--- config.mk ---
export PLATFORM = sky130hd
export DESIGN_NAME = gms_top
export DESIGN_NICKNAME = d
export VERILOG_FILES = /design/src/pkg/gms_pkg.sv /design/src/design/gms_top.sv
export VERILOG_INCLUDE_DIRS = /design/src /design/src/pkg
export SDC_FILE = /design/constraint.sdc
export NUM_CORES = 1
export LEC_CHECK = 0
export BUFFER_PORTS_ARGS = -buffer_cell sky130_fd_sc_hd__buf_2
export CAP_MARGIN = 20
export CORE_MARGIN = 5
export CORE_UTILIZATION = 45
export DETAILED_ROUTE_END_ITERATION = 10
export PLACE_DENSITY = 0.78
export SYNTH_ARGS = -nofsm -noshare
export SYNTH_HDL_FRONTEND = slang
export SYNTH_SLANG_ARGS = --single-unit
--- constraint.sdc ---
create_clock -name hclk -period 3.51 [get_ports hclk]
set_clock_uncertainty 0.1 [all_clocks]
set_input_delay 0.5265 -clock hclk [delete_from_list [all_inputs] [get_ports hclk]]
set_output_delay 0.5265 -clock hclk [all_outputs]
set_load 0.02 [all_outputs]
--- src/pkg/gms_cfg.svh ---
// Offsets, field positions, switch codes and timing counts of the mode selector.
// Assumes a 20 MHz hclk; included by the design file and the testbench.
`ifndef GMS_CFG_SVH
`define GMS_CFG_SVH

// Register byte offsets
`define GMS_OFF_MODE 8'h00
`define GMS_OFF_LINK 8'h04
`define GMS_OFF_ETH 8'h08
`define GMS_OFF_ERR 8'h0C
`define GMS_OFF_IRQ_STAT 8'h10
`define GMS_OFF_IRQ_MASK 8'h14
`define GMS_OFF_REQ 8'h18

// Switch codes
`define GMS_SW_CFG 4'hF
`define GMS_SW_TEST 4'hE
`define GMS_SW_RSVD 4'hD
`define GMS_SW_FIXED 4'hF
`define GMS_BAUD_LAST 4'h6
`define GMS_LINE_LAST 4'h8
`define GMS_SEVERE_LAST 4'h5
`define GMS_RTU_UNIT 8'h01
`define GMS_CFG_BAUD 17'd9600

// Character format: data bits and stop bits
`define GMS_DATA_BITS 4'h8
`define GMS_STOP_BITS 2'h1

// Timing
`define GMS_CLK_HZ 20000000
`define GMS_WARN_S 60
`define GMS_WARN_CYC (`GMS_WARN_S * `GMS_CLK_HZ)
`define GMS_BLINK_MS 250
`define GMS_BLINK_CYC ((`GMS_BLINK_MS * `GMS_CLK_HZ) / 1000)

// Interrupt status bits
`define GMS_IRQ_SEVERE 0
`define GMS_IRQ_WARN 1
`define GMS_IRQ_WRAP 2

`endif

--- src/pkg/gms_pkg.sv ---
// Types shared by the mode selector design.
// Assumes gms_cfg.svh holds the numeric constants.
package gms_pkg;
   typedef enum {GMS_M_DATA, GMS_M_CFG, GMS_M_TEST, GMS_M_RSVD} gms_mode_t;
   typedef enum {GMS_P_EVEN, GMS_P_NONE, GMS_P_ODD} gms_par_t;
   typedef enum logic [1:0] {GMS_L_RS232, GMS_L_RS422, GMS_L_RS485} gms_line_t;
   typedef enum {GMS_B_IDLE, GMS_B_DATA} gms_bus_t;

   // Serial link setting driven to the UART core
   typedef struct packed {
      logic [16:0] baud;
      logic [1:0] line;
      logic [1:0] parity;      // 0 even, 1 none, 2 odd
      logic [3:0] data_bits;
      logic [1:0] stop_bits;
      logic valid;             // Setting is not reserved
   } gms_link_t;

   // LED bundle
   typedef struct packed {
      logic eth_green;
      logic eth_red;
      logic sys_green;
      logic sys_red;
      logic rs_red;
      logic [3:0] err;
      logic link_act;
      logic full_dup;
      logic fast;
   } gms_led_t;
endpackage

--- src/design/gms_top.sv ---
// Start-up mode selector, serial format decoder and LED encoder with an AHB-Lite slave.
// Assumes switches, network status and request strobes are synchronous to hclk.
//
// What this block does
// - Both switches F config, E test, D reserved; else data exchange.
// - Config mode: 9600 baud, no parity, one stop bit, serial LED blinks red.
// - Config and test modes only allowed with single-ended RS232 line.
// - Data exchange characters always one start, eight data, one stop bit.
// - Baud switch 0 to 6 picks 2400 up to 115000; 7 to F reserved.
// - Line switch 0-8 picks type and even, none, odd parity; 9 to E reserved.
// - Line switch F gives RS232 even; RTU unit always 1, TCP unit ignored.
// - Ethernet LED: green active, flashing waiting, green/red init, red error.
// - System LED flashes red in config or test, steady red on error.
// - Four error LEDs show error number 0 to 15 in binary.
// - Link/activity, full duplex and 100 Mbit indicators follow the port.
// - Ethernet port runs 10 or 100 Mbit with automatic crossover.
// - Errors 1-5 held until reset; warnings 6-15 cleared after one minute.
// - Normally a 4-bit request counter wraps 15 to 0 and shows on LEDs.
//
// Implementation choices: the register addresses and register access over AHB-Lite.
`timescale 1ns/10ps
`include "gms_cfg.svh"

module gms_top
   import gms_pkg::*;
#(
   parameter int WARN_CYC = `GMS_WARN_CYC,
   parameter int BLINK_CYC = `GMS_BLINK_CYC
) (
   input wire logic hclk,
   input wire logic hresetn,
   input wire logic hsel,
   input wire logic [7:0] haddr,
   input wire logic [1:0] htrans,
   input wire logic hwrite,
   input wire logic [2:0] hsize,
   input wire logic [31:0] hwdata,
   input wire logic hready,
   output logic [31:0] hrdata,
   output logic hreadyout,
   output logic hresp,
   input wire logic [3:0] baud_select_switch,
   input wire logic [3:0] line_parity_select_switch,
   input wire logic [7:0] rtu_unit_identifier,
   input wire logic eth_link_pulse,
   input wire logic eth_traffic,
   input wire logic eth_full_duplex,
   input wire logic eth_speed_100,
   input wire logic eth_mdi_crossed,
   input wire logic req_done,
   input wire logic [3:0] err_code,
   input wire logic err_strobe,
   output gms_link_t link_cfg,
   output logic [7:0] rtu_unit_out,
   output logic eth_mdix_sel,
   output gms_led_t leds,
   output logic irq
);

   typedef struct packed {
      logic sampled;
      logic [1:0] mode;
      logic [3:0] baud_sw;
      logic [3:0] line_sw;
      gms_link_t link;
      logic [7:0] unit;
      logic mdix;
      logic [1:0] eth_state;   // 0 active, 1 waiting, 2 init, 3 error
      logic app_err;
      logic [3:0] err_num;
      logic err_sev;
      logic [31:0] warn_cnt;
      logic [3:0] req_cnt;
      logic [31:0] blink_cnt;
      logic blink;
      logic [2:0] irq_stat;
      logic [2:0] irq_mask;
      logic bus_st;
      logic bus_wr;
      logic [7:0] bus_addr;
      logic [31:0] rdata;
      gms_led_t led;
      logic irq;
      logic rdy;               // Registered copy of hreadyout
      logic resp;              // Registered copy of hresp
   } gms_state_t;

   gms_state_t st_r;
   gms_state_t st_nxt;

   // Baud table, used by the decode for data exchange
   function automatic logic [16:0] gms_baud(input logic [3:0] sel);
      case (sel)
         4'h0: gms_baud = 17'd2400;
         4'h1: gms_baud = 17'd4800;
         4'h2: gms_baud = 17'd9600;
         4'h3: gms_baud = 17'd19200;
         4'h4: gms_baud = 17'd38400;
         4'h5: gms_baud = 17'd57600;
         4'h6: gms_baud = 17'd115000;
         default: gms_baud = 17'd0;
      endcase
   endfunction

   // Mode from the two switches; used for decode and the mode register
   function automatic logic [1:0] gms_mode(input logic [3:0] a, input logic [3:0] b);
      if (a == `GMS_SW_CFG && b == `GMS_SW_CFG) begin
         gms_mode = 2'h1;
      end else if (a == `GMS_SW_TEST && b == `GMS_SW_TEST) begin
         gms_mode = 2'h2;
      end else if (a == `GMS_SW_RSVD && b == `GMS_SW_RSVD) begin
         gms_mode = 2'h3;
      end else begin
         gms_mode = 2'h0;
      end
   endfunction

   logic addr_phase;
   assign addr_phase = hsel && hready && htrans[1];

   // Next-state logic for the whole block
   always_comb begin
      logic [1:0] m;
      logic [3:0] ls;
      logic [3:0] errv;
      logic [2:0] ev;
      m = 2'h0;
      ls = 4'h0;
      errv = 4'h0;
      ev = 3'h0;
      st_nxt = st_r;

      if (!st_r.sampled) begin
         m = gms_mode(baud_select_switch, line_parity_select_switch);
         ls = line_parity_select_switch;
         st_nxt.sampled = 1'b1;
         st_nxt.baud_sw = baud_select_switch;
         st_nxt.line_sw = line_parity_select_switch;
         st_nxt.mode = m;
         st_nxt.link.data_bits = `GMS_DATA_BITS;
         st_nxt.link.stop_bits = `GMS_STOP_BITS;
         if (m == 2'h1 || m == 2'h2) begin
            st_nxt.link.baud = `GMS_CFG_BAUD;
            st_nxt.link.parity = 2'h1;
            st_nxt.link.line = GMS_L_RS232;
            st_nxt.link.valid = 1'b1;
         end else if (m == 2'h0) begin
            st_nxt.link.stop_bits = `GMS_STOP_BITS;
            st_nxt.link.baud = gms_baud(baud_select_switch);
            if (ls <= `GMS_LINE_LAST) begin
               st_nxt.link.line = 2'(ls % 4'h3);
               st_nxt.link.parity = 2'(ls / 4'h3);
               st_nxt.link.valid = (baud_select_switch <= `GMS_BAUD_LAST);
            end else if (ls == `GMS_SW_FIXED) begin
               st_nxt.link.line = GMS_L_RS232;
               st_nxt.link.parity = 2'h0;
               st_nxt.link.valid = (baud_select_switch <= `GMS_BAUD_LAST);
            end else begin
               st_nxt.link.valid = 1'b0;
            end
         end else begin
            st_nxt.link.valid = 1'b0;
         end
      end

      // unit id forced to 1 in fixed setting
      st_nxt.unit = (st_r.line_sw == `GMS_SW_FIXED) ? `GMS_RTU_UNIT : rtu_unit_identifier;
      // auto crossover follows the detected pairing
      st_nxt.mdix = eth_mdi_crossed;

      // Blink base
      if (st_r.blink_cnt >= 32'(BLINK_CYC - 1)) begin
         st_nxt.blink_cnt = 32'h0;
         st_nxt.blink = ~st_r.blink;
      end else begin
         st_nxt.blink_cnt = st_r.blink_cnt + 32'h1;
      end

      if (req_done) begin
         st_nxt.req_cnt = st_r.req_cnt + 4'h1;
         if (st_r.req_cnt == 4'hF) begin
            ev[`GMS_IRQ_WRAP] = 1'b1;
         end
      end

      // severe errors stick, warnings time out
      if (st_r.err_num != 4'h0 && !st_r.err_sev) begin
         if (st_r.warn_cnt >= 32'(WARN_CYC - 1)) begin
            st_nxt.err_num = 4'h0;
            st_nxt.warn_cnt = 32'h0;
         end else begin
            st_nxt.warn_cnt = st_r.warn_cnt + 32'h1;
         end
      end
      if (err_strobe && err_code != 4'h0 && !st_r.err_sev) begin
         st_nxt.err_num = err_code;
         st_nxt.warn_cnt = 32'h0;
         st_nxt.err_sev = (err_code <= `GMS_SEVERE_LAST);
         if (err_code <= `GMS_SEVERE_LAST) begin
            ev[`GMS_IRQ_SEVERE] = 1'b1;
         end else begin
            ev[`GMS_IRQ_WARN] = 1'b1;
         end
      end

      // Bus: write in the data phase, read in the address phase; read clears status but new events win
      // Zero wait states and OKAY only, still taken from flops like every output
      st_nxt.rdy = 1'b1;
      st_nxt.resp = 1'b0;
      st_nxt.bus_st = 1'b0;
      if (st_r.bus_st) begin
         if (st_r.bus_wr) begin
            case (st_r.bus_addr)
               `GMS_OFF_ETH: st_nxt.eth_state = hwdata[1:0];
               `GMS_OFF_ERR: st_nxt.app_err = hwdata[0];
               `GMS_OFF_IRQ_MASK: st_nxt.irq_mask = hwdata[2:0];
               default: ;
            endcase
         end
      end
      if (addr_phase) begin
         st_nxt.bus_st = 1'b1;
         st_nxt.bus_wr = hwrite;
         st_nxt.bus_addr = haddr;
         st_nxt.rdata = 32'h0;
         if (!hwrite) begin
            case (haddr)
               `GMS_OFF_MODE: st_nxt.rdata = {24'h0, st_r.line_sw, st_r.baud_sw} |
                                             {22'h0, st_r.mode, 8'h0};
               `GMS_OFF_LINK: st_nxt.rdata = {4'h0, st_r.link};
               `GMS_OFF_ETH: st_nxt.rdata = {30'h0, st_r.eth_state};
               `GMS_OFF_ERR: st_nxt.rdata = {26'h0, st_r.err_sev, st_r.app_err, st_r.err_num};
               `GMS_OFF_IRQ_STAT: begin
                  st_nxt.rdata = {29'h0, st_r.irq_stat};
                  st_nxt.irq_stat = 3'h0;
               end
               `GMS_OFF_IRQ_MASK: st_nxt.rdata = {29'h0, st_r.irq_mask};
               `GMS_OFF_REQ: st_nxt.rdata = {28'h0, st_r.req_cnt};
               default: st_nxt.rdata = 32'h0;
            endcase
         end
      end

      // Events are merged after the read-clear, so an event in the read cycle is kept
      st_nxt.irq_stat = st_nxt.irq_stat | ev;

      case (st_r.eth_state)
         2'h0: begin
            st_nxt.led.eth_green = 1'b1;
            st_nxt.led.eth_red = 1'b0;
         end
         2'h1: begin
            st_nxt.led.eth_green = st_r.blink;
            st_nxt.led.eth_red = 1'b0;
         end
         2'h2: begin
            st_nxt.led.eth_green = st_r.blink;
            st_nxt.led.eth_red = ~st_r.blink;
         end
         default: begin
            st_nxt.led.eth_green = 1'b0;
            st_nxt.led.eth_red = 1'b1;
         end
      endcase

      // system LED, error overrides mode blink
      st_nxt.led.sys_green = 1'b0;
      if (st_r.err_num != 4'h0 || st_r.app_err) begin
         st_nxt.led.sys_red = 1'b1;
      end else begin
         st_nxt.led.sys_red = (st_r.mode == 2'h1 || st_r.mode == 2'h2) & st_r.blink;
      end
      // serial LED blinks red in config
      st_nxt.led.rs_red = (st_r.mode == 2'h1) & st_r.blink;

      // error number, else counter; app error blanks them
      errv = (st_r.err_num != 4'h0) ? st_r.err_num : st_r.req_cnt;
      st_nxt.led.err = st_r.app_err ? 4'h0 : errv;

      st_nxt.led.link_act = eth_link_pulse | eth_traffic;
      st_nxt.led.full_dup = eth_full_duplex;
      st_nxt.led.fast = eth_speed_100;

      st_nxt.irq = |(st_nxt.irq_stat & st_nxt.irq_mask);
   end

   // State register
   always_ff @(posedge hclk or negedge hresetn) begin
      if (!hresetn) begin
         st_r <= '0;
      end else begin
         st_r <= st_nxt;
      end
   end

   assign link_cfg = st_r.link;
   assign rtu_unit_out = st_r.unit;
   assign eth_mdix_sel = st_r.mdix;
   assign leds = st_r.led;
   assign irq = st_r.irq;
   assign hrdata = st_r.rdata;
   assign hreadyout = st_r.rdy;
   assign hresp = st_r.resp;

   // Checks
   a_mode_cfg_decode: assert property (@(posedge hclk) disable iff (!hresetn)
      !st_r.sampled && baud_select_switch == 4'hF && line_parity_select_switch == 4'hF
      |=> st_r.mode == 2'h1) else $error("config mode not decoded");
   a_cfg_fixed_link: assert property (@(posedge hclk) disable iff (!hresetn)
      st_r.sampled && st_r.mode == 2'h1 |-> link_cfg.baud == 17'd9600 && link_cfg.parity == 2'h1)
      else $error("config link not fixed");
   a_cfg_line_rs232: assert property (@(posedge hclk) disable iff (!hresetn)
      st_r.sampled && st_r.mode != 2'h0 && link_cfg.valid |-> link_cfg.line == 2'h0)
      else $error("config/test not on RS232");
   a_frame_eight_one: assert property (@(posedge hclk) disable iff (!hresetn)
      st_r.sampled |-> link_cfg.data_bits == 4'h8 && link_cfg.stop_bits == 2'h1)
      else $error("frame format wrong");
   a_baud_reserved: assert property (@(posedge hclk) disable iff (!hresetn)
      st_r.sampled && st_r.mode == 2'h0 && st_r.baud_sw > 4'h6 |-> !link_cfg.valid)
      else $error("reserved baud accepted");
   a_fixed_unit_one: assert property (@(posedge hclk) disable iff (!hresetn)
      st_r.line_sw == 4'hF |=> rtu_unit_out == 8'h01) else $error("unit not forced");
   a_eth_error_red: assert property (@(posedge hclk) disable iff (!hresetn)
      st_r.eth_state == 2'h3 |=> leds.eth_red && !leds.eth_green) else $error("eth red missing");
   a_sys_error_red: assert property (@(posedge hclk) disable iff (!hresetn)
      st_r.err_num != 4'h0 |=> leds.sys_red) else $error("system red missing");
   a_severe_held: assert property (@(posedge hclk) disable iff (!hresetn)
      st_r.err_sev |=> st_r.err_sev && $stable(st_r.err_num)) else $error("severe error lost");
   a_switch_held: assert property (@(posedge hclk) disable iff (!hresetn)
      st_r.sampled |=> $stable(st_r.baud_sw) && $stable(st_r.mode)) else $error("switch moved");
   a_req_wrap: assert property (@(posedge hclk) disable iff (!hresetn)
      req_done && st_r.req_cnt == 4'hF |=> st_r.req_cnt == 4'h0) else $error("counter no wrap");
   a_wrap_sets_stat: assert property (@(posedge hclk) disable iff (!hresetn)
      req_done && st_r.req_cnt == 4'hF |=> st_r.irq_stat[`GMS_IRQ_WRAP])
      else $error("wrap status lost");

   c_cfg_mode: cover property (@(posedge hclk) st_r.mode == 2'h1);
   c_warn_timeout: cover property (@(posedge hclk) st_r.err_num != 4'h0 ##1 st_r.err_num == 4'h0);
   c_irq_raised: cover property (@(posedge hclk) irq);
endmodule

==> metrics.md, run 1 <==
| Metric | Value |
|---|---|
| Chip width | around 140 um |
| CP cell instances | or3_1 -> or4_4 -> a211oi_4 -> o21a_2 -> o21ba_1 |
| Fin crit period | 2.71 ns |
| Vias in the first global route | 5,564 |
| Slew Viols, Final | 0 |
| Stages on the worst setup path | 5 |
| Pleak | 4.12 nW |
| Boundary pin count | 161 |
| CTS buffer count | 17 |
| Critical path launch point type | register |
| Final period utilization | 77.2% |
| Commonest non-fill, non-tap cell in the layout | dfrtp_1 |
| Multi-input gate area | 3220 sq um |
| Power Internal | between 3 and 4 mW |
| Final hold vios | 0 |
| Peak VDD IR | between 0.3 and 0.4 mV |
| Placer Congestion | 0.809 |
| Async SR Flop Fraction | 100% |
| Pre-antenna DRT Iters | 5 |
| Vias | 5,759 |
| Synth warn | 0 |
| Num rows | 49 |
| Max cap viols | 0 |
| Library cells used by synthesis | 64 |
| Most used flip-flop cell after synthesis | dfrtp_1 |
| Max incr delay on CP | 0.56 ns |
| Setup CP Type | reg2reg |
| Post-Syn Area | 8080 sq um |
| Final HPWL DP | 12,100 um |
| Antenna diode count | 0 |
| First-pass GRT wire length | 27,800 um |
| Syn Inst Count | around 780 |
| First DRT Iteration DRCs | 462 |
| Reg power frac | 48.1% |
| Die height | 144 um |
| Final #Nets | 923 |
| Endpoints failing setup | 0 |
| Psw | about 1.3 mW |
| Critical path's top delay family | compound AO/OA/AOI/OAI gates |
| Required time of the critical path | 3.73 ns |
| Via/cell ratio | 5.34 |
| Critical Path AT | 2.93 ns |
| DRC | 0 |
| FF/Latch Area | 4150 sq um |
| CP Capture Type | register |
| Area grow syn2layout | 10.7% |
| GRT Resource Usage Total | 16.7% |
| WP buf/inv | 0 |
| Clk sinks | 166 |
| Reg2reg start | st_r[129] |
| Number of port buffers | 111 |
| Average footprint of a synthesized cell | 10.4 sq um |
| Worst skew pair latency | 0.42 ns |
| Die area | 20,700 sq um |
| Proportion of layout cells with a drive suffix above 1 | 21.5% |
| Switching Fraction | between 20 and 30% |
| Min-delay worst type | in2async |
| Total negative slack | 0 ns |
| Clock share of power | 37.9% |
| # fillers | 1,579 |
| Largest net degree at the start of global routing | 88 |
| Slowest cell on the critical path | or4_4 |
| Commonest non-fill, non-tap cells in the layout | dfrtp_1 (166), buf_2 (110), nor2_1 (66) |
| Post-cts sizing count | 0 |
| RSZ-0062 raised after global routing | no |
| TritonCTS clock tree | done |
| Fmax | 369 MHz |
| Sequential share of the synthesized area | 51.4% |
| Comb pwr share | 14.0% |
| Total Routed Length | 16,900 um |
| Critical Path Source | st_r[129] |
| Critical path peak fanout | 25 |
| EDFF count, synth | 0 |
| Max_slew headroom | 46.7% |
| Starting Density | a little under half |
| # hold bufs at CTS | 0 |
| Root Buffer | clkbuf_16 |
| Total global routing overflow | 0 |
| R2R cell count | 5 |
| Core Area | 17,800 sq um |
| Status | complete, no violations |
| Final antenna-violating net count | 0 |
| Postcts setup bufs | 0 |
| Clock slew at reported path FFs | 0.06 ns |
| Post-synthesis register bit count | 166 |
| Clk buf depth | 2 |
| Final core occ | 50.2% |
| Htree depth | 4 |
| Drt wl/cell | 15.7 um |
| Pwr Density | about 530 nW/um^2 |
| Initial antenna violation count | 0 |
| Slew @ Worst Pin | 0.780 ns |
==> layout make-up <==
class                      instances  area share, %
clock buffer                      19           5.06
clock inverter                    13           1.34
inverter                          20          0.839
multi-input combinational        512           36.0
sequential                       166           46.4
tap                              229           3.20
timing repair buffer             120           7.17
==> cells in the mapped netlist (all sizes together) (8+ instances only) <==
master  instances  area [sq um]
nand3          36           180
mux2i           9          90.1
clkbuf         22          82.6
xnor2          21           184
o31ai           8          60.1
a22o           22           193
nand2          55           206
or3            15          93.8
nor3           16          85.1
mux2           20           225
nand4          21           131
xor2           22           193
and2           13          81.3
buf            88           652
nor4           15           100
dfrtp         166          4150
a21oi          24           120
o21ai          40           204
nor2           66           248
inv            20          75.1
ha              9           113
==> stage by stage <==
step,hold WS [ns],std cells,total power [mW],worst slack [ns],instance area (sq um)
after global placement,0.347,1047,2.95,0.749,8380
final,0.0502,1079,4.73,0.799,8950
after CTS,0.0854,1079,4.77,0.802,8950
after detailed placement,0.356,1047,2.98,0.695,8380
after global routing,0.0938,1079,4.94,0.670,8950
after floorplan,0.131,808,2.79,0.858,8190
==> final timing paths <==
check,endpoint,slack [ns]
worst min register to register,st_r[64],0.36
worst max register to register,st_r[130],0.80
max in group asynchronous,st_r[95],2.47
worst max-delay path,st_r[130],0.80
min in group hclk,eth_mdix_sel,0.11
worst min-delay path,st_r[133],0.05
==> power groups by stage <==
| stage | Sequential [mW] | Combinational (mW) | Clock (mW) |
|---|---|---|---|
| after floorplan | 2.25 | 0.540 | 0 |
| after global placement | 2.30 | 0.649 | 0 |
| after detailed placement | 2.31 | 0.671 | 0 |
| after CTS | 2.27 | 0.674 | 1.82 |
| after global routing | 2.30 | 0.738 | 1.91 |
| final | 2.28 | 0.665 | 1.79 |
==> kinds of logic after synthesis <==
| logic type | synth area share, % |
|---|---|
| fa+ha+maj | 1.39 |
| compound gates | 11.0 |
| mux | 4.46 |
| flops | 51.4 |
| buf+inv | 10.0 |
| xor+xnor | 4.66 |
| simple gates | 17.0 |
| other cells | 0.0929 |
==> flip-flops by register name (all words and copies together) (netlist names) <==
signal,cells
hrdata,23
rtu_unit_out,8
link_cfg,18
irq,1
hreadyout,1
st_r,103
leds,11
eth_mdix_sel,1
==> metal layers <==
metal	global-route usage [%]	part of all wire [%]
met3	3.41	5.3
met2	27.4	49
met4	5.75	1.7
met1	22.2	44
met5	0	0
Power figures use the tool's default switching activity.
==> run 2, diff against run 1 <==
Clock period 3.51 ns to 2.5 ns, I/O delays scaled along.
==> run 2 against run 1 <==
Effect of this change:
- sequential share of layout area shrank 1.4 points
- fmax grew 16%
- worst hold slack lost 0.0050 ns
- via count grew 2.7%
- die area is the same
- count of clock-buffer cells in the layout shrank 1
- critical path depth grew 2
- total power grew 41%
- cell area grew 3.2%
- combinational power grew 53%
- largest cell class unchanged
- highest routed layer unchanged
==> metrics.md, run 2 (synthesized netlist as in run 1, its figures left out) <==
| Metric | Value |
|---|---|
| Pre-antenna DRT Iters | 4 (-1) |
| Total global routing overflow | 0 (unchanged) |
| Reg2reg end | st_r[123] |
| # fillers | 1,537 (-2.7%) |
| Status | complete, no violations |
| Critical path peak fanout | 9 (-64%) |
| Final HPWL DP | 12,800 um (+6.3%) |
| Slew Viols, Final | 0 (unchanged) |
| Min-delay worst type | in2reg |
| Critical Path AT | 2.53 ns (-0.40 ns) |
| Commonest non-fill, non-tap cells in the layout | dfrtp_1 (166), buf_2 (110), nor2_1 (66) |
| Slowest cell on the critical path | or4_4 |
| CP cell instances | or3_1 -> or4_4 -> a211oi_4 -> buf_12 -> o21a_2 -> buf_4 -> a21oi_1 |
| Pwr Density | 724 nW/um^2 (+37%) |
| Total negative slack | 0 ns (unchanged) |
| Setup crit end | st_r[123] |
| Vias in the first global route | 5,930 (+6.6%) |
| Reg2reg start | st_r[129] |
| Fmax | 429 MHz (+16%) |
| Peak VDD IR | 0.501 mV (+51%) |
| Clock slew at reported path FFs | 0.06 ns (about the same) |
| R2R cell count | 7 (+2) |
| Total Routed Length | 17,600 um (+3.9%) |
| First-pass GRT wire length | 29,400 um (+5.7%) |
| Boundary pin count | 161 (unchanged) |
| Clk sinks | 166 (unchanged) |
| Worst skew pair latency | 0.42 ns (about the same) |
| GRT Resource Usage Total | 17.7% (+0.97 points) |
| Antenna diode count | 0 (unchanged) |
| Drt wl/cell | 15.8 um (+0.84%) |
| Max reg flops | 103 (unchanged) |
| Placer Congestion | 0.849 (+5.0%) |
| Num rows | 49 (unchanged) |
| Final hold vios | 0 (unchanged) |
| Die area | 20,700 sq um (unchanged) |
| Largest net degree at the start of global routing | 65 (-26%) |
| Final period utilization | 93.2% (+16 points) |
| Vias | 5,914 (+2.7%) |
| Endpoints failing setup | 0 (unchanged) |
| Commonest non-fill, non-tap cell in the layout | dfrtp_1 |
| Final antenna-violating net count | 0 (unchanged) |
| Proportion of layout cells with a drive suffix above 1 | 23.9% (+2.4 points) |
| Core Area | 17,800 sq um (unchanged) |
| R2r setup slk | 0.17 ns (-0.63 ns) |
| First DRT Iteration DRCs | 360 (-22%) |
| Final Worst Setup Slack | 0.169 ns (-0.630 ns) |
| Pre-CTS setup slack | 0.00919 ns (-0.686 ns) |
| Max incr delay on CP | 0.55 ns (about the same) |
| Max cap viols | 0 (unchanged) |
| Number of port buffers | 111 (unchanged) |
| Starting Density | 45.3% (unchanged) |
| Root Buffer | clkbuf_16 |
| RSZ-0062 raised after global routing | no |
| DRC | 0 (unchanged) |
| Initial antenna violation count | 0 (unchanged) |
| Slew @ Worst Pin | 0.596 ns (-0.183 ns) |
| Max_slew headroom | 59.9% (+13 points) |
| CP Capture Type | register |
| Critical path's top delay family | simple AND/OR/NAND/NOR gates |
| Post-cts sizing count | 0 (unchanged) |
| Via/cell ratio | 5.32 (-0.36%) |
| Chip width | 144 um (unchanged) |
| Critical path launch point type | register |
| Clk buf depth | 2 (unchanged) |
| Required time of the critical path | 2.70 ns (-1.03 ns) |
| CTS buffer count | 17 (unchanged) |
| Fin crit period | 2.33 ns (-0.380 ns) |
| WP buf/inv | 2 (+2) |
| Setup CP Type | reg2reg |
| Stages on the worst setup path | 7 (+2) |
| Final #Nets | 957 (+3.7%) |
| Htree depth | 4 (unchanged) |
| Area grow syn2layout | 14.2% |
| Die height | 144 um (unchanged) |
| Biggest register | st_r |
| TritonCTS clock tree | done |
| Critical Path Source | st_r[129] |
| Pleak | 4.29 nW (+4.1%) |
[run 2: cell count changes in the layout (fill, tap and decap cells not counted), sizes merged]
cell	previous run	this run
buf	120	150
dlygate4sd3	0	4
clkbuf	19	18
clkinvlp	3	2
inv	24	25
[run 2: per-layer routing]
| layer | GRT usage, % | vias to the layer above | wire length (um) |
|---|---|---|---|
| met5 | 0 | - | 0 |
| met4 | 6.29 | 0 | 380 |
| met3 | 3.70 | 23 | 890 |
| met2 | 29.9 | 146 | 8760 |
| met1 | 22.5 | 2916 | 7530 |
| li1 | - | 2829 | - |
[run 2: worst min-delay path by stage]
stage / depth (start not counted) / from / slack (ns) / endpoint
after global placement: 1 / hresetn / 0.30 / hrdata[22]
final: 2 / eth_link_pulse / 0.05 / leds[2]
after CTS: 2 / eth_traffic / 0.04 / leds[2]
after global routing: 2 / eth_traffic / 0.04 / leds[2]
after detailed placement: 1 / hresetn / 0.30 / hrdata[22]
after floorplan: 0 / hresetn / -0.02 / eth_mdix_sel
[run 2: layout make-up]
cell class | instances | area (sq um) | area share (%)
Inverter | 20 | 75.1 | 0.813
Sequential cell | 166 | 4150 | 45.0
Clock inverter | 13 | 124 | 1.34
Tap cell | 229 | 287 | 3.10
Clock buffer | 18 | 429 | 4.65
Timing Repair Buffer | 154 | 945 | 10.2
Multi-Input combinational cell | 512 | 3220 | 34.9
[run 2: metrics by stage]
step	instance area (sq um)	instances	utilization, %	hold slack [ns]	total power [mW]
after floorplan	8190	808	-	-0.0206	3.92
after CTS	9240	1112	51.8	0.0373	6.74
after detailed placement	8640	1077	48.4	0.303	4.25
after global placement	8640	1077	48.4	0.296	4.20
final	9240	1112	51.8	0.0452	6.69
after global routing	9240	1112	51.8	0.0389	7.00
[run 2: timing repair]
| action | CTS | global route |
|---|---|---|
| hold buffers | 4 | 0 |
| buffers inserted | 0 | 0 |
| hold endpoints to repair | 63 | 0 |
[run 2: where the power goes]
part	leakage [nW]	total, mW	switching [mW]	internal [mW]
registers	2.12	3.20	0.258	2.94
logic	1.90	1.02	0.583	0.435
clock network	0.269	2.47	1.09	1.38
total	4.29	6.69	1.93	4.76
==> run 3, diff against run 2 <==
Settings changed: PLACE_DENSITY 0.78 to 0.77.
==> run 3 against run 2 <==
Effect of this change:
- setup slack got worse by 0.030 ns
- die area is the same
- clock power grew 6%
- cell count unchanged
- critical path depth decreased by 1
- fmax down 1.3%
- sequential cell count stayed put
- global-route usage decreased by 0.93 points
- combinational power about the same
- first-iteration DRC count is 15% lower
- cell area rose by 0.27%
- sequential power about the same
==> metrics.md, run 3 (synthesized netlist as in run 1, its figures left out) <==
| Metric | Value |
|---|---|
| Status | complete, no violations |
| Final antenna-violating net count | 0 (unchanged) |
| FF/Latch Area | 4150 sq um (unchanged) |
| Area grow syn2layout | 14.5% |
| DRC | 0 (unchanged) |
| Critical Path Source | st_r[129] |
| Final Worst Setup Slack | 0.139 ns (-0.0302 ns) |
| Initial antenna violation count | 0 (unchanged) |
| Slew @ Worst Pin | 0.590 ns (-0.00631 ns) |
| Proportion of layout cells with a drive suffix above 1 | 23.9% (unchanged) |
| Number of port buffers | 111 (unchanged) |
| WP buf/inv | 1 (-1) |
| Layout Cells excl Fill | 1,112 (unchanged) |
| First DRT Iteration DRCs | 307 (-15%) |
| Die area | 20,700 sq um (unchanged) |
| Total negative slack | 0 ns (unchanged) |
| Endpoints failing setup | 0 (unchanged) |
| Required time of the critical path | 2.72 ns (+0.02 ns) |
| Max_slew headroom | 60.3% (+0.42 points) |
| Hold Path Origin | eth_link_pulse |
| Max incr delay on CP | 0.56 ns (about the same) |
| Pwr Density | 738 nW/um^2 (+1.9%) |
| Postcts setup bufs | 0 (unchanged) |
| Largest net degree at the start of global routing | 62 (-4.6%) |
| CTS buffer count | 17 (unchanged) |
| Slowest cell on the critical path | or4_4 |
| Peak VDD IR | 0.623 mV (+24%) |
| Commonest non-fill, non-tap cells in the layout | dfrtp_1 (166), buf_2 (110), nor2_1 (66) |
| Commonest non-fill, non-tap cell in the layout | dfrtp_1 |
| Clk sinks | 166 (unchanged) |
| Chip width | 144 um (unchanged) |
| Placed instance count | 1,076 (-0.093%) |
| Drt wl/cell | 15.2 um (-4.0%) |
| Pre-antenna DRT Iters | 5 (+1) |
| Multi-input gate area | 3220 sq um (unchanged) |
| Critical Path AT | 2.58 ns (+0.05 ns) |
| Final hold vios | 0 (unchanged) |
| Reg2reg end | st_r[106] |
| Critical path launch point type | register |
| R2R cell count | 6 (-1) |
| # fillers | 1,568 (+2.0%) |
| Fin crit period | 2.36 ns (+0.0302 ns) |
| R2r setup slk | 0.14 ns (-0.03 ns) |
| Critical path peak fanout | 5 (-4) |
| Critical path's top delay family | simple AND/OR/NAND/NOR gates |
| Boundary pin count | 161 (unchanged) |
| Min-delay worst type | in2reg |
| RSZ-0062 raised after global routing | no |
| Htree depth | 4 (unchanged) |
| Hold depth | 2 (unchanged) |
| First-pass GRT wire length | 28,000 um (-4.8%) |
| Root Buffer | clkbuf_16 |
| Die height | 144 um (unchanged) |
| Fmax | 423 MHz (-1.3%) |
| Pre-CTS setup slack | 0.0354 ns (+0.0262 ns) |
| Final period utilization | 94.5% (+1.2 points) |
| Biggest register | st_r |
| CP cell instances | or3_1 -> or4_4 -> a211oi_4 -> buf_4 -> nor3_1 -> a221o_1 |
| Placer Congestion | 0.839 (-1.2%) |
| Setup CP Type | reg2reg |
| Hold Path End | leds[2] |
| Placed instance area | 8620 sq um (-0.23%) |
| Via/cell ratio | 5.28 (-0.79%) |
| Antenna diode count | 0 (unchanged) |
| Vias | 5,867 (-0.79%) |
| Final #Nets | 956 (-0.10%) |
| Core Area | 17,800 sq um (unchanged) |
| Finished layout cell area | 9260 sq um (+0.27%) |
| Total Routed Length | 16,900 um (-4.0%) |
| Max cap viols | 0 (unchanged) |
| Pleak | 4.31 nW (+0.36%) |
| Total global routing overflow | 0 (unchanged) |
| Max reg flops | 103 (unchanged) |
| Num rows | 49 (unchanged) |
| Clock slew at reported path FFs | 0.07 ns (about the same) |
| Reg2reg start | st_r[129] |
| TritonCTS clock tree | done |
| Vias in the first global route | 5,641 (-4.9%) |
| Clk buf depth | 2 (unchanged) |
| GRT Resource Usage Total | 16.7% (-0.93 points) |
| Slew Viols, Final | 0 (unchanged) |
| Starting Density | 45.3% (unchanged) |
| CP Capture Type | register |
| Worst skew pair latency | 0.43 ns (about the same) |
| Final HPWL DP | 12,300 um (-4.3%) |
-- run 3: changes by cell type in the layout (fill, tap and decap cells not counted), sizes merged --
cell,delta
buf,-1
bufinv,+1
clkinv,-2
clkbuf,+2
-- run 3: routing by layer --
layer  up-vias  global-route usage, %  share of wire (%)
met2       154                   27.4                 49
met4         0                   6.14                1.8
met5         -                      0                  0
met1      2865                   22.0                 44
li1       2824                      -                  -
met3        24                   3.70                5.8
-- run 3: per-stage QoR --
| step | total power, mW | hold WS, ns | util, % |
|---|---|---|---|
| 2_1_floorplan | 3.92 | -0.0206 | - |
| 3_3_place_gp | 4.20 | 0.304 | 48.3 |
| 3_5_place_dp | 4.24 | 0.300 | 48.3 |
| 4_1_cts | 6.88 | 0.0298 | 51.9 |
| 5_1_grt | 7.15 | 0.0346 | 51.9 |
| 6_report | 6.84 | 0.0402 | 51.9 |
-- run 3: how the worst max path moves through the flow --
| stage | to | depth (start not counted) |
|---|---|---|
| after floorplan | link_cfg[22] | 10 |
| after global placement | link_cfg[23] | 9 |
| after detailed placement | link_cfg[10] | 13 |
| after CTS | st_r[106] | 6 |
| after global routing | st_r[131] | 5 |
| final | st_r[106] | 6 |
-- run 3: layout make-up --
| type | instances | share of cell area [%] |
|---|---|---|
| flip-flops and latches | 166 | 44.9 |
| repair buffers | 153 | 9.99 |
| well taps | 229 | 3.09 |
| clock buffers | 20 | 4.93 |
| inverters | 20 | 0.811 |
| multi-input cells | 512 | 34.8 |
| clock inverters | 12 | 1.53 |
-- run 3: where the power goes --
group / switching [mW] / internal [mW]
logic: 0.583 / 0.433
registers: 0.244 / 2.94
clock network: 1.09 / 1.54
-- run 3: what timing repair did --
item                      4_1_cts  5_1_grt
gates resized for setup         0        0
hold buffers                    4        0
hold endpoints to repair       60        0
